[config.mk]
export PLATFORM = sky130hd
export DESIGN_NAME = brc_top
export DESIGN_NICKNAME = d
export VERILOG_FILES = /design/src/core/brc_pkg.sv /design/src/core/brc_top.sv
export SDC_FILE = /design/constraint.sdc
export NUM_CORES = 1
export LEC_CHECK = 0
export BUFFER_PORTS_ARGS = -buffer_cell sky130_fd_sc_hd__buf_4
export CORE_MARGIN = 2
export CORE_UTILIZATION = 53
export CTS_CLUSTER_DIAMETER = 40
export CTS_CLUSTER_SIZE = 8
export DETAILED_ROUTE_END_ITERATION = 7
export GPL_TIMING_DRIVEN = 1
export PLACE_DENSITY = 0.84
export SETUP_SLACK_MARGIN = 0.3
export SLEW_MARGIN = 25
export SYNTH_ARGS = -nofsm -noshare
export SYNTH_HDL_FRONTEND = slang
export SYNTH_SLANG_ARGS = --single-unit
[constraint.sdc]
create_clock -name aclk -period 2.55 [get_ports aclk]
set_clock_uncertainty 0.05 [all_clocks]
set_input_delay 0.6375 -clock aclk [delete_from_list [all_inputs] [get_ports aclk]]
set_output_delay 0.6375 -clock aclk [all_outputs]
set_load 0.02 [all_outputs]
[src/core/brc_pkg.sv]
// Constants for the bidirectional reset controller: register map, field positions, timing counts.
// Assumes one 50 MHz clock; one clock phase period is taken as one clock cycle.
package brc_pkg;

  // ****************************************
  // Register map
  // ****************************************
  localparam logic [7:0] CONFIG_ADDR      = 8'h00;
  localparam logic [7:0] FLAGS_ADDR       = 8'h04;
  localparam logic [7:0] IRQ_STATUS_ADDR  = 8'h08;
  localparam logic [7:0] IRQ_MASK_ADDR    = 8'h0c;

  localparam int BIDIR_EN_BIT  = 3;
  localparam int PWD_CFG_BIT   = 4;

  // Reset source flags
  localparam int FLAG_WDT   = 0;
  localparam int FLAG_SW    = 1;
  localparam int FLAG_SHORT = 2;
  localparam int FLAG_LONG  = 3;
  localparam int FLAG_ASYNC = 4;
  localparam int FLAG_INIT  = 8;
  localparam logic [4:0] SRC_SHORT = 5'h06;
  localparam logic [4:0] SRC_LONG  = 5'h0e;
  localparam logic [4:0] SRC_SW    = 5'h02;
  localparam logic [4:0] SRC_WDT   = 5'h03;
  localparam logic [4:0] SRC_ASYNC = 5'h1e;

  // Interrupt events
  localparam int EV_EXIT  = 0;
  localparam int EV_LONG  = 1;
  localparam int EV_DEGEN = 2;
  localparam int EV_ASYNC = 3;
  localparam int EV_W     = 4;

  localparam logic [1:0] RESP_OKAY   = 2'h0;
  localparam logic [1:0] RESP_SLVERR = 2'h2;

  // ****************************************
  // Timing
  // ****************************************
  localparam int CLK_NS           = 20;
  localparam int PHASE_NS         = 20;
  localparam int CYC_PER_PHASE    = (PHASE_NS + CLK_NS - 1) / CLK_NS;
  localparam int SEQ_PHASES       = 1024;
  localparam int SAMPLE_PHASES    = 8;
  localparam int SHORT_MIN_PHASES = 4;
  localparam int FLASH_PHASES     = 64;
  localparam int CNT_W            = 12;
  localparam logic [CNT_W-1:0] SEQ_CYC    = CNT_W'(SEQ_PHASES * CYC_PER_PHASE);
  localparam logic [CNT_W-1:0] SAMPLE_CYC = CNT_W'(SAMPLE_PHASES * CYC_PER_PHASE);
  localparam logic [CNT_W-1:0] SHORT_CYC  = CNT_W'(SHORT_MIN_PHASES * CYC_PER_PHASE);
  localparam logic [CNT_W-1:0] FLASH_CYC  = CNT_W'(FLASH_PHASES * CYC_PER_PHASE);

  typedef enum logic [2:0] {
    ST_RUN   = 3'b000,
    ST_SEQ   = 3'b001,
    ST_POST  = 3'b010,
    ST_LONG  = 3'b011,
    ST_FLASH = 3'b100,
    ST_ASYNC = 3'b101
  } brc_state_t;

  typedef enum logic [1:0] {
    KIND_HW  = 2'b00,
    KIND_SW  = 2'b01,
    KIND_WDT = 2'b10
  } brc_kind_t;

endpackage

[src/core/brc_top.sv]
// Bidirectional reset controller with AXI4-Lite register access.
// Assumes pins arrive asynchronous to aclk; CPU pulses (software reset, watchdog, end of init) are on aclk.
`timescale 1ns/1ps
`default_nettype none
module brc_top
  import brc_pkg::*;
(
  // Clock and reset
  input  wire logic        aclk,
  input  wire logic        aresetn,
  // AXI4-Lite write
  input  wire logic [7:0]  s_axi_awaddr,
  input  wire logic        s_axi_awvalid,
  output logic             s_axi_awready,
  input  wire logic [31:0] s_axi_wdata,
  input  wire logic [3:0]  s_axi_wstrb,
  input  wire logic        s_axi_wvalid,
  output logic             s_axi_wready,
  output logic [1:0]       s_axi_bresp,
  output logic             s_axi_bvalid,
  input  wire logic        s_axi_bready,
  // AXI4-Lite read
  input  wire logic [7:0]  s_axi_araddr,
  input  wire logic        s_axi_arvalid,
  output logic             s_axi_arready,
  output logic [31:0]      s_axi_rdata,
  output logic [1:0]       s_axi_rresp,
  output logic             s_axi_rvalid,
  input  wire logic        s_axi_rready,
  // CPU events
  input  wire logic        sw_reset_req,
  input  wire logic        wdt_reset_req,
  input  wire logic        end_of_init_instruction,
  // Pins
  input  wire logic        reset_input_pin_i,
  output logic             reset_input_pin_o,
  output logic             reset_input_pin_oe_n,
  output logic             reset_output_pin_n,
  input  wire logic        reset_power_down_pin_i,
  output logic             pdn_pulldown_en,
  output logic             pdn_pullup_en,
  input  wire logic        external_access_pin_n,
  // Internal
  output logic             system_reset_n,
  output logic             irq
);

  // ****************************************
  // Pin synchronisers
  // ****************************************
  logic [2:0] pin_meta_reg;
  logic [2:0] pin_sync_reg;

  always_ff @(posedge aclk)
  begin
    if (!aresetn)
    begin
      pin_meta_reg <= 3'h7;
      pin_sync_reg <= 3'h7;
    end
    else
    begin
      pin_meta_reg <= {external_access_pin_n, reset_power_down_pin_i, reset_input_pin_i};
      pin_sync_reg <= pin_meta_reg;
    end
  end

  wire filtered_reset_input = pin_sync_reg[0];
  wire pdn_high             = pin_sync_reg[1];
  wire flash_boot           = pin_sync_reg[2];

  // ****************************************
  // State
  // ****************************************
  brc_state_t       state_reg;
  brc_state_t       state_next;
  brc_kind_t        kind_reg;
  logic [CNT_W-1:0] cnt_reg;
  logic [CNT_W-1:0] low_cnt_reg;
  logic             drive_reg;
  logic             bidir_seq_reg;
  logic             bidir_reset_enable;
  logic             power_down_config_bit;
  logic             init_done_reg;
  logic [4:0]       src_reg;
  logic [EV_W-1:0]  irq_status_reg;
  logic [EV_W-1:0]  irq_mask_reg;

  wire in_run      = (state_reg == ST_RUN);
  wire sw_kind     = (kind_reg != KIND_HW);
  wire cnt_last    = (cnt_reg == SEQ_CYC - CNT_W'(1));
  wire sample_last = (cnt_reg == SAMPLE_CYC - CNT_W'(1));
  wire flash_last  = (cnt_reg == FLASH_CYC - CNT_W'(1));

  // Asynchronous hardware reset: input asserted while the power-down pin is low
  wire start_async = !filtered_reset_input && !pdn_high && (state_reg != ST_ASYNC) &&
                     !((state_reg == ST_SEQ) && sw_kind);
  wire start_hw    = in_run && !start_async && (low_cnt_reg == SHORT_CYC);
  wire start_wdt   = in_run && !start_async && !start_hw && wdt_reset_req;
  wire start_sw    = in_run && !start_async && !start_hw && !wdt_reset_req && sw_reset_req;
  wire seq_start   = start_hw || start_wdt || start_sw;
  brc_state_t exit_state;
  assign exit_state = flash_boot ? ST_FLASH : ST_RUN;

  wire hw_end_long = cnt_last && !sw_kind && !bidir_seq_reg && !filtered_reset_input;
  wire post_long   = (state_reg == ST_POST) && sample_last && !filtered_reset_input;
  wire enter_long  = (state_reg == ST_SEQ && hw_end_long) || post_long;
  wire degen       = start_hw && src_reg[FLAG_SW] && !src_reg[FLAG_SHORT];
  wire enter_run   = (state_next == ST_RUN) && !in_run;

  always_comb
  begin
    state_next = state_reg;
    if (start_async)
      state_next = ST_ASYNC;
    else if (seq_start)
      state_next = ST_SEQ;
    else
    begin
      case (state_reg)
        ST_SEQ:
        begin
          if (cnt_last)
          begin
            if (!sw_kind && bidir_seq_reg)
              state_next = ST_POST;
            else if (hw_end_long)
              state_next = ST_LONG;
            else
              state_next = exit_state;
          end
        end
        ST_POST:
        begin
          if (sample_last)
            state_next = filtered_reset_input ? exit_state : ST_LONG;
        end
        ST_LONG, ST_ASYNC:
        begin
          if (filtered_reset_input)
            state_next = exit_state;
        end
        ST_FLASH:
        begin
          if (flash_last)
            state_next = ST_RUN;
        end
        default:
          state_next = ST_RUN;
      endcase
    end
  end

  always_ff @(posedge aclk)
  begin
    if (!aresetn)
      state_reg <= ST_RUN;
    else
      state_reg <= state_next;
  end

  always_ff @(posedge aclk)
  begin
    if (!aresetn || seq_start || start_async || (state_next != state_reg))
      cnt_reg <= '0;
    else
      cnt_reg <= cnt_reg + CNT_W'(1);
  end

  // Consecutive low time on the filtered input while running
  always_ff @(posedge aclk)
  begin
    if (!aresetn || !in_run || filtered_reset_input || start_hw)
      low_cnt_reg <= '0;
    else if (low_cnt_reg != SHORT_CYC)
      low_cnt_reg <= low_cnt_reg + CNT_W'(1);
  end

  always_ff @(posedge aclk)
  begin
    if (!aresetn)
      kind_reg <= KIND_HW;
    else if (start_hw || start_async)
      kind_reg <= KIND_HW;
    else if (start_wdt)
      kind_reg <= KIND_WDT;
    else if (start_sw)
      kind_reg <= KIND_SW;
  end

  // ****************************************
  // Reset input pin open drain
  // ****************************************
  always_ff @(posedge aclk)
  begin
    if (!aresetn)
    begin
      drive_reg     <= 1'b0;
      bidir_seq_reg <= 1'b0;
    end
    else if (start_async)
    begin
      drive_reg     <= 1'b0;
      bidir_seq_reg <= 1'b0;
    end
    else if (seq_start)
    begin
      drive_reg     <= bidir_reset_enable && (start_hw || pdn_high);
      bidir_seq_reg <= bidir_reset_enable;
    end
    else if (state_reg != ST_SEQ || cnt_last)
      drive_reg <= 1'b0;
    else if (sw_kind && !pdn_high)
      drive_reg <= 1'b0;
  end

  // ****************************************
  // Configuration and flags
  // ****************************************
  wire [7:0] wr_addr;
  wire       wr_fire;
  wire       wr_cfg  = wr_fire && (wr_addr == CONFIG_ADDR) && s_axi_wstrb[0];
  wire       wr_ist  = wr_fire && (wr_addr == IRQ_STATUS_ADDR) && s_axi_wstrb[0];
  wire       wr_msk  = wr_fire && (wr_addr == IRQ_MASK_ADDR) && s_axi_wstrb[0];
  wire [31:0] wr_data;

  always_ff @(posedge aclk)
  begin
    if (!aresetn || seq_start || start_async)
      bidir_reset_enable <= 1'b0;
    else if (wr_cfg && !init_done_reg)
      bidir_reset_enable <= wr_data[BIDIR_EN_BIT];
  end

  always_ff @(posedge aclk)
  begin
    if (!aresetn)
      power_down_config_bit <= 1'b0;
    else if (wr_cfg)
      power_down_config_bit <= wr_data[PWD_CFG_BIT];
  end

  always_ff @(posedge aclk)
  begin
    if (!aresetn || seq_start || start_async)
      init_done_reg <= 1'b0;
    else if (in_run && end_of_init_instruction)
      init_done_reg <= 1'b1;
  end

  always_ff @(posedge aclk)
  begin
    if (!aresetn)
      src_reg <= SRC_ASYNC;
    else if (start_async)
      src_reg <= SRC_ASYNC;
    else if (start_hw)
      src_reg <= SRC_SHORT;
    else if (start_wdt)
      src_reg <= SRC_WDT;
    else if (start_sw)
      src_reg <= SRC_SW;
    else if (enter_long)
      src_reg <= SRC_LONG;
  end

  // ****************************************
  // Pin and system outputs
  // ****************************************
  // Drop the pull-down on the same edge that ends the sequence, never after it
  wire drive_now = drive_reg && (state_next == ST_SEQ) && !(sw_kind && !pdn_high);

  always_ff @(posedge aclk)
  begin
    if (!aresetn)
    begin
      reset_input_pin_o    <= 1'b0;
      reset_input_pin_oe_n <= 1'b1;
      reset_output_pin_n   <= 1'b0;
      pdn_pulldown_en      <= 1'b0;
      pdn_pullup_en        <= 1'b0;
      system_reset_n       <= 1'b0;
    end
    else
    begin
      reset_input_pin_o    <= 1'b0;
      reset_input_pin_oe_n <= !drive_now;
      reset_output_pin_n   <= init_done_reg && !(seq_start || start_async);
      pdn_pulldown_en      <= !filtered_reset_input;
      if (seq_start || start_async)
        pdn_pullup_en <= 1'b0;
      else if (enter_run && power_down_config_bit)
        pdn_pullup_en <= 1'b1;
      system_reset_n       <= (state_next == ST_RUN);
    end
  end

  // ****************************************
  // Interrupts
  // ****************************************
  wire [EV_W-1:0] ev_set;
  assign ev_set[EV_EXIT]  = enter_run;
  assign ev_set[EV_LONG]  = enter_long;
  assign ev_set[EV_DEGEN] = degen;
  assign ev_set[EV_ASYNC] = start_async;

  always_ff @(posedge aclk)
  begin
    if (!aresetn)
      irq_status_reg <= '0;
    else
      irq_status_reg <= ev_set | (irq_status_reg & ~(wr_ist ? wr_data[EV_W-1:0] : '0));
  end

  always_ff @(posedge aclk)
  begin
    if (!aresetn)
      irq_mask_reg <= '0;
    else if (wr_msk)
      irq_mask_reg <= wr_data[EV_W-1:0];
  end

  always_ff @(posedge aclk)
  begin
    if (!aresetn)
      irq <= 1'b0;
    else
      irq <= |(irq_status_reg & irq_mask_reg);
  end

  // ****************************************
  // AXI4-Lite slave
  // ****************************************
  logic        aw_held_reg;
  logic [7:0]  aw_addr_reg;
  logic        w_held_reg;
  logic [31:0] w_data_reg;

  wire aw_take = s_axi_awvalid && s_axi_awready;
  wire w_take  = s_axi_wvalid && s_axi_wready;
  assign wr_fire = aw_held_reg && w_held_reg && !s_axi_bvalid;
  assign wr_addr = aw_addr_reg;
  assign wr_data = w_data_reg;

  wire wr_mapped = (wr_addr == CONFIG_ADDR) || (wr_addr == IRQ_STATUS_ADDR) || (wr_addr == IRQ_MASK_ADDR);

  always_ff @(posedge aclk)
  begin
    if (!aresetn)
    begin
      aw_held_reg   <= 1'b0;
      w_held_reg    <= 1'b0;
      aw_addr_reg   <= '0;
      w_data_reg    <= '0;
      s_axi_awready <= 1'b0;
      s_axi_wready  <= 1'b0;
      s_axi_bvalid  <= 1'b0;
      s_axi_bresp   <= RESP_OKAY;
    end
    else
    begin
      s_axi_awready <= !aw_held_reg && !aw_take;
      s_axi_wready  <= !w_held_reg && !w_take;
      if (aw_take)
      begin
        aw_held_reg <= 1'b1;
        aw_addr_reg <= s_axi_awaddr;
      end
      if (w_take)
      begin
        w_held_reg <= 1'b1;
        w_data_reg <= s_axi_wdata;
      end
      if (wr_fire)
      begin
        s_axi_bvalid <= 1'b1;
        s_axi_bresp  <= wr_mapped ? RESP_OKAY : RESP_SLVERR;
      end
      else if (s_axi_bvalid && s_axi_bready)
      begin
        s_axi_bvalid <= 1'b0;
        aw_held_reg  <= 1'b0;
        w_held_reg   <= 1'b0;
      end
    end
  end

  wire [31:0] cfg_word   = {27'h0, power_down_config_bit, bidir_reset_enable, 3'h0};
  wire [31:0] flags_word = {23'h0, init_done_reg, 3'h0, src_reg};
  wire        rd_cfg     = (s_axi_araddr == CONFIG_ADDR);
  wire        rd_flags   = (s_axi_araddr == FLAGS_ADDR);
  wire        rd_ist     = (s_axi_araddr == IRQ_STATUS_ADDR);
  wire        rd_msk     = (s_axi_araddr == IRQ_MASK_ADDR);
  wire        rd_mapped  = rd_cfg || rd_flags || rd_ist || rd_msk;
  wire [31:0] rd_word    = rd_cfg   ? cfg_word :
                           rd_flags ? flags_word :
                           rd_ist   ? {28'h0, irq_status_reg} :
                           rd_msk   ? {28'h0, irq_mask_reg} : 32'h0;

  always_ff @(posedge aclk)
  begin
    if (!aresetn)
    begin
      s_axi_arready <= 1'b0;
      s_axi_rvalid  <= 1'b0;
      s_axi_rdata   <= '0;
      s_axi_rresp   <= RESP_OKAY;
    end
    else
    begin
      s_axi_arready <= !s_axi_rvalid && !(s_axi_arvalid && s_axi_arready);
      if (s_axi_arvalid && s_axi_arready)
      begin
        s_axi_rvalid <= 1'b1;
        s_axi_rdata  <= rd_word;
        s_axi_rresp  <= rd_mapped ? RESP_OKAY : RESP_SLVERR;
      end
      else if (s_axi_rvalid && s_axi_rready)
        s_axi_rvalid <= 1'b0;
    end
  end

endmodule // brc_top
`default_nettype wire

==> results of run 1 <==
-- through the flow --
stage               hold slack [ps]  area, um2  power (mW)  setup slack (ps)  cells
finish                          363       5130        2.77               318    653
global route                    382       5130        2.89               217    653
floorplan                       336       4300        1.69               325    501
global placement                339       4620        1.76               185    624
CTS                             364       4910        2.74               228    646
detailed placement              343       4620        1.77               124    624
-- routing by layer --
metal / up-vias / part of all wire / global-route usage
li1: 1741 / - / -
met1: 1647 / 0.44 / 0.273
met2: 98 / 0.50 / 0.362
met3: 12 / 0.050 / 0.0529
met4: 0 / 0.011 / 0.0613
met5: - / 0 / 0
-- kinds of logic (layout without fill, tap and decap cells) --
logic type	count (synthesis)	count (layout)	synth area share
flops	86	86	0.411
other cells	1	29	0.000896
fa+ha+maj	3	3	0.00897
buf+inv	54	104	0.0858
compound gates	75	75	0.124
xor+xnor	21	21	0.0457
mux	12	12	0.0332
simple gates	221	221	0.290
-- final timing paths --
path              startpoint  depth (start not counted)  slack [ps]         endpoint
min          pin_meta_reg[1]                          1         360  pin_sync_reg[1]
min reg2reg  pin_meta_reg[1]                          1         360  pin_sync_reg[1]
max               cnt_reg[0]                          8         320       cnt_reg[1]
max reg2reg       cnt_reg[0]                          8         320       cnt_reg[1]
-- power groups by stage --
stage / clock (mW) / sequential [mW] / combinational [mW]
finish: 0.971 / 1.43 / 0.375
global route: 1.05 / 1.43 / 0.408
CTS: 0.981 / 1.42 / 0.337
detailed placement: 0 / 1.45 / 0.314
global placement: 0 / 1.45 / 0.306
floorplan: 0 / 1.45 / 0.240
-- cell usage after synthesis, types with 3 or more instances --
library cell | number | area [um2]
dfxtp_1 | 86 | 1720
nand2_1 | 58 | 218
nor2_1 | 36 | 135
buf_4 | 30 | 225
nand3_1 | 26 | 130
a21boi_0 | 19 | 143
a21oi_1 | 15 | 75.1
nor3_1 | 14 | 70.1
nor2b_1 | 13 | 81.3
o21ai_0 | 13 | 65.1
xor2_1 | 13 | 114
nand2b_1 | 11 | 68.8
clkbuf_1 | 9 | 33.8
and2_1 | 8 | 50.1
and3_1 | 8 | 50.1
mux2i_1 | 8 | 80.1
inv_1 | 7 | 26.3
nand4_1 | 7 | 43.8
xnor2_1 | 7 | 61.3
nor3_2 | 6 | 60.1
nor4_1 | 5 | 31.3
nor4_2 | 5 | 62.6
o21a_1 | 5 | 37.5
or3_1 | 5 | 31.3
buf_6 | 4 | 45.0
nor3b_1 | 4 | 30.0
nor4b_1 | 4 | 35.0
a22oi_1 | 3 | 22.5
buf_2 | 3 | 15.0
ha_1 | 3 | 37.5
-- critical path, delay by kind of cell (launching register included) --
family                     cells  cell delay (ps)
and+or+nand+nor                4              970
adders and majority gates      1              150
buffers and inverters          1              180
AOI/OAI and AO/OA              1              210
muxes                          1              220
DFF                            1              360
-- cell type report --
type                       count  area, um2  area share
timing repair buffer          81        652       0.127
inverter                       7       26.3     0.00512
tap                          102        128      0.0249
sequential                    86       1740       0.340
multi-input combinational    361       2390       0.465
clock buffer                  10        128      0.0249
clock inverter                 6       70.1      0.0136
-- repair_timing --
| item | 4_1_cts | 5_1_grt |
|---|---|---|
| hold endpoints to repair | 0 | 0 |
| gates cloned | 1 | 1 |
| resized for setup | 8 | 41 |
| pin swaps | 1 | 16 |
| endpoints found under the setup margin | 15 | 18 |
| setup buffers | 5 | 6 |
==> metrics.md, run 1 <==
| Metric | Value |
|---|---|
| Clock group share of total power | 0.350 |
| Sequential cell area fraction in the yosys report | 0.411 |
| Area inside the core boundary | 0.00769 mm2 |
| Detailed placement HPWL | about 6300 um |
| Cell with the largest stage delay on the worst path | or3_4 |
| Power per standard cell area | roughly 540 mW/mm2 |
| Overflow left after global routing | 0 |
| P_int | 2.01 mW |
| Number of hold violations in the final report | 0 |
| Total of endpoints with negative setup slack in the final report | 0 |
| Post-synthesis to final-layout area growth | 22.6% |
| Ys async rst share | 0 |
| Number of antenna violations at the first check in global routing | 0 |
| Wire length after detailed routing | roughly 9600 um |
| Sum Neg Setup Slack | 0 ps |
| Antenna diode count | 0 |
| Worst VDD drop | between 300 and 400 uV |
| CP Cell Sequence | ha_4 -> nand3_4 -> or3_4 -> o41ai_2 -> and4b_4 -> mux2i_4 -> buf_12 -> nor4b_2 |
| Number of DRC markers in iteration 0 | around 170 |
| DR vias | about 3500 |
| Count of different cell masters after synthesis | 61 |
| Switching pwr | around 0.76 mW |
| Fraction of the cycle the final worst path needs | 0.875 |
| Clock sink count | 86 |
| Seq cells post-synth | 86 |
| Number of levels in the clock H-tree | 3 |
| Clock latency reported for the late side of the worst-skew pair | ~360 ps |
| Yosys warning count | 0 |
| Power share of the sequential group | 0.514 |
| Global-route total usage across every layer | 0.215 |
| Highest-count cells in the layout ignoring fill and taps | buf_4 (76), dfxtp_1 (72), nand2_1 (58), nor2_1 (36), conb_1 (29) |
| CTS Buf Count | 9 |
| Final min period | between 2000 and 2500 ps |
| Placement Rows | 32 |
| Area of the die | approximately 0.0086 mm2 |
| Post-synth top flop | dfxtp_1 |
| Share of final-layout standard cells stronger than drive strength 1 | 0.279 |
| CTS hold repair buffers | 0 |
| Cell count after synthesis | approximately 470 |
| Antenna-violating nets left | 0 |
| Required time reported for the critical path endpoint | between 2000 and 3000 ps |
| Worst path arrival time | around 2500 ps |
| First-pass GRT wire length | 14900 um |
| Type of the worst min-delay path | reg2reg |
| Finished Core Util | 0.668 |
| Maximum clock frequency | about 0.45 GHz |
| Count of fill cells added during filler insertion | 631 |
| Reported max-cap violation count | 0 |
| Number of enable flip-flop cells after synthesis | 0 |
| Per-instance average area after synthesis | 8.85 um2 |
| Type of origin of the critical path | flop |
| Setup repair after global routing missed its margin | yes |
| Fin. max-slew vios | 0 |
| Final weighted congestion in routability-driven placement | between 0.8 and 0.9 |
| Drt via density | ~5.4 |
| Fin nets | a little over 600 |
| TritonCTS clock tree | done |
| Setup CP Type | reg2reg |
| Largest net degree at the start of global routing | 52 |
| Clock Root Buffer | clkbuf_8 |
| Port Buffer Count | 53 |
| Post-detailed-route wirelength per cell | approximately 15 um |
| Remaining DRCs | 0 |
| Relative contribution of combinational cells to total power | 0.135 |
| Clock transition time at the flip-flop clock pins of the worst setup and hold paths | approximately 90 ps |
| Chip height | 92.9 um |
| Run status | complete, no violations |
| Die W | slightly above 90 um |
| Maximum buffer depth of the clock tree | 2 |
| Biggest cell delay along the critical path | 390 ps |
| Detailed Routing Iterations Pass 1 | 5 |
| Peak fanout along the critical path | 6 |
| # IOs | between 100 and 150 |
| Number of global-route vias before repair | 3234 |
| Switching part of the total power | 0.275 |
| Leak | between 2 and 2.5 nW |
| Leading cell type in the layout, fill and taps excluded | buf_4 |
| Starting density of the core | 0.545 |
| Type of element capturing the critical path | flop |
| Netlist Area Pre-Place | between 0.004 and 0.005 mm2 |
(Power assumes the default switching activity.)
==> inputs of run 2 (changes only) <==
--- a/config.mk
+++ b/config.mk
@@ -16,2 +16,3 @@
 export SETUP_SLACK_MARGIN = 0.3
+export SKIP_LAST_GASP = 1
 export SLEW_MARGIN = 25
==> constraint.sdc (replaced) <==
create_clock -name aclk -period 2.55 [get_ports aclk]
set_clock_uncertainty 0.05 [all_clocks]
set_input_delay 0.255 -clock aclk [delete_from_list [all_inputs] [get_ports aclk]]
set_output_delay 0.255 -clock aclk [all_outputs]
set_load 0.02 [all_outputs]
==> run 2 against run 1 <==
Global-route usage is 0.14 points higher. Power is 0.87% lower. Non-clock buffer count is 11 higher. Sequential power hardly changed. Critical path depth stayed put. Cell area is 2.9% higher. Hold slack worse by 350 ps. Count of clock-buffer cells in the layout is 1 lower. Flip-flop and latch count stayed put. Register-to-register slack worse by 20 ps. Routed wire length is 5.1% higher. Largest cell class unchanged.
==> metrics.md, run 2 (synthesis gave the netlist of run 1 again) <==
| Metric | Value |
|---|---|
| Run status | complete, no violations (unchanged) |
| Placement Rows | 32 (unchanged) |
| R2R cell count | 8 (unchanged) |
| Detailed placement HPWL | 6440 um (was 6330 um) |
| Share of final-layout standard cells stronger than drive strength 1 | 0.306 (was 0.279) |
| Worst hold path stage count | 2 (was 1) |
| Chip height | 92.9 um (unchanged) |
| Startpoint of the lowest-slack hold path | reset_input_pin_i (was pin_meta_reg[1]) |
| First-pass GRT wire length | 14800 um (was 14900 um) |
| DR vias | 3671 (was 3498) |
| Die W | 92.9 um (unchanged) |
| Area inside the core boundary | 0.00769 mm2 (unchanged) |
| Overflow left after global routing | 0 (unchanged) |
| Switching part of the total power | 0.295 (was 0.275) |
| Setup slack of the critical path after layout | 294 ps (was 318 ps) |
| P_int | 1.94 mW (was 2.01 mW) |
| Port Buffer Count | 53 (unchanged) |
| Post-detailed-route wirelength per cell | 15.1 um (was 14.7 um) |
| Global-route total usage across every layer | 0.216 (was 0.215) |
| Number of global-route vias before repair | 3198 (was 3234) |
| Number of levels in the clock H-tree | 3 (unchanged) |
| Detailed Routing Iterations Pass 1 | 4 (was 5) |
| Power per standard cell area | 520 mW/mm2 (was 540 mW/mm2) |
| Place WS | 95.3 ps (was 124 ps) |
| CTS Buf Count | 9 (unchanged) |
| Clock sink count | 86 (unchanged) |
| Fraction of the cycle the final worst path needs | 0.885 (was 0.875) |
| Power, Total | 2.75 mW (was 2.77 mW) |
| Count of fill cells added during filler insertion | 573 (was 631) |
| Number of DRC markers in iteration 0 | 341 (was 168) |
| Clock transition time at the flip-flop clock pins of the worst setup and hold paths | 100 ps (was 90 ps) |
| TritonCTS clock tree | done (unchanged) |
| # IOs | 113 (unchanged) |
| Maximum clock frequency | 0.443 GHz (was 0.448 GHz) |
| Post-synthesis to final-layout area growth | 26.2% (was 22.6%) |
| Peak fanout along the critical path | 6 (unchanged) |
| Power share of the sequential group | 0.518 (was 0.514) |
| Antenna diode count | 0 (unchanged) |
| Setup CP Type | reg2reg (unchanged) |
| DP Cell Count | 623 (was 624) |
| Antenna-violating nets left | 0 (unchanged) |
| Switching pwr | 0.810 mW (was 0.762 mW) |
| Reg2reg start | cnt_reg[7] (was cnt_reg[0]) |
| Clock latency reported for the late side of the worst-skew pair | 370 ps (was 360 ps) |
| Highest-count cells in the layout ignoring fill and taps | buf_4 (83), dfxtp_1 (72), nand2_1 (58), nor2_1 (35), conb_1 (29) (was buf_4 (76), dfxtp_1 (72), nand2_1 (58), nor2_1 (36), conb_1 (29)) |
| Clock Root Buffer | clkbuf_8 (unchanged) |
| Worst VDD drop | 372 uV (was 381 uV) |
| Final weighted congestion in routability-driven placement | 0.870 (was 0.873) |
| Relative contribution of combinational cells to total power | 0.146 (was 0.135) |
| Clock group share of total power | 0.337 (was 0.350) |
| Number of hold violations in the final report | 0 (unchanged) |
| Drt via density | 5.53 (was 5.36) |
| WHS Endpoint | pin_meta_reg[0] (was pin_sync_reg[1]) |
| Worst path arrival time | 2480 ps (was 2450 ps) |
| Sum Neg Setup Slack | 0 ps (unchanged) |
| Fin nets | 625 (was 614) |
| Capture point of the worst reg-to-reg path | cnt_reg[9] (was cnt_reg[1]) |
| Fin. max-slew vios | 0 (unchanged) |
| Finished Layout Cells | 664 (was 653) |
| Area of the die | 0.00863 mm2 (unchanged) |
| Design Area, Final | 0.00528 mm2 (was 0.00513 mm2) |
| Placed instance area | 0.00461 mm2 (was 0.00462 mm2) |
| Wire length after detailed routing | 10100 um (was 9570 um) |
| Type of element capturing the critical path | flop (unchanged) |
| Reported max-cap violation count | 0 (unchanged) |
| Type of the worst min-delay path | in2reg (was reg2reg) |
| Setup repair after global routing missed its margin | yes (unchanged) |
| Remaining DRCs | 0 (unchanged) |
| Final min period | 2260 ps (was 2230 ps) |
| Leak | 2.11 nW (was 2.01 nW) |
| Total of endpoints with negative setup slack in the final report | 0 (unchanged) |
| Leading cell type in the layout, fill and taps excluded | buf_4 (unchanged) |
| Number of antenna violations at the first check in global routing | 0 (unchanged) |
| Required time reported for the critical path endpoint | 2770 ps (about the same) |
| Largest net degree at the start of global routing | 52 (unchanged) |
| Reg-to-reg slack, setup | 290 ps (was 320 ps) |
| Maximum buffer depth of the clock tree | 2 (unchanged) |
| Type of origin of the critical path | flop (unchanged) |
| Starting density of the core | 0.545 (unchanged) |
[run 2: cell count changes in the layout (fill, tap and decap cells not counted), sizes merged]
| cell | before | now |
|---|---|---|
| buf | 80 | 90 |
| inv | 9 | 11 |
| bufinv | 1 | 0 |
| clkinvlp | 3 | 1 |
| clkinv | 0 | 2 |
| dlygate4sd3 | 0 | 1 |
| clkbuf | 11 | 10 |
[run 2: stage by stage]
stage	utilization	hold slack, ps
floorplan	-	306
global placement	0.600	341
detailed placement	0.600	341
CTS	0.642	0.639
global route	0.687	11.5
finish	0.687	9.86
[run 2: timing repair]
action,in CTS,in global routing
setup buffers,7,15
cloned,1,1
resized for setup,20,46
hold buffers,0,1
pin swaps,6,8
endpoints found under the hold margin,0,1
setup endpoints to repair,12,17
[run 2: power groups by stage]
stage	sequential, mW	combinational (mW)	clock (mW)
5_1_grt	1.43	0.431	1.01
3_5_place_dp	1.45	0.314	0
6_report	1.42	0.400	0.924
2_1_floorplan	1.45	0.240	0
4_1_cts	1.42	0.341	0.940
3_3_place_gp	1.45	0.307	0
[run 2: final cells by class]
type	instances	area, um2	area share
clock buffer	9	124	0.0234
clock inverter	7	65.1	0.0123
inverter	7	26.3	0.00497
multi-input combinational	361	2430	0.460
sequential	86	1750	0.332
tap	102	128	0.0242
timing repair buffer	92	754	0.143
[run 2: worst max path at each step]
| stage | startpoint | endpoint | slack [ps] |
|---|---|---|---|
| after CTS | aw_addr_reg[4] | irq_status_reg[2] | 300 |
| after detailed placement | cnt_reg[0] | cnt_reg[1] | 100 |
| after global routing | pin_sync_reg[0] | cnt_reg[3] | 230 |
| after floorplan | cnt_reg[0] | cnt_reg[5] | 320 |
| after global placement | cnt_reg[0] | cnt_reg[1] | 210 |
| final | cnt_reg[7] | cnt_reg[9] | 290 |
[run 2: worst max-delay path, cell delays in order (launching register included)]
cell and delay (ps):
dfxtp_4 370, buf_12 120, nor4_4 280, nand2_2 110, or3_4 390, and4b_4 210
mux2i_4 210, buf_12 160, nor4_2 260
[run 2: per-layer routing]
metal	wire length (um)	track usage	share of wire
met2	4950	0.358	0.49
met5	0	0	0
met1	4270	0.272	0.42
met4	221	0.0674	0.022
met3	622	0.0618	0.062
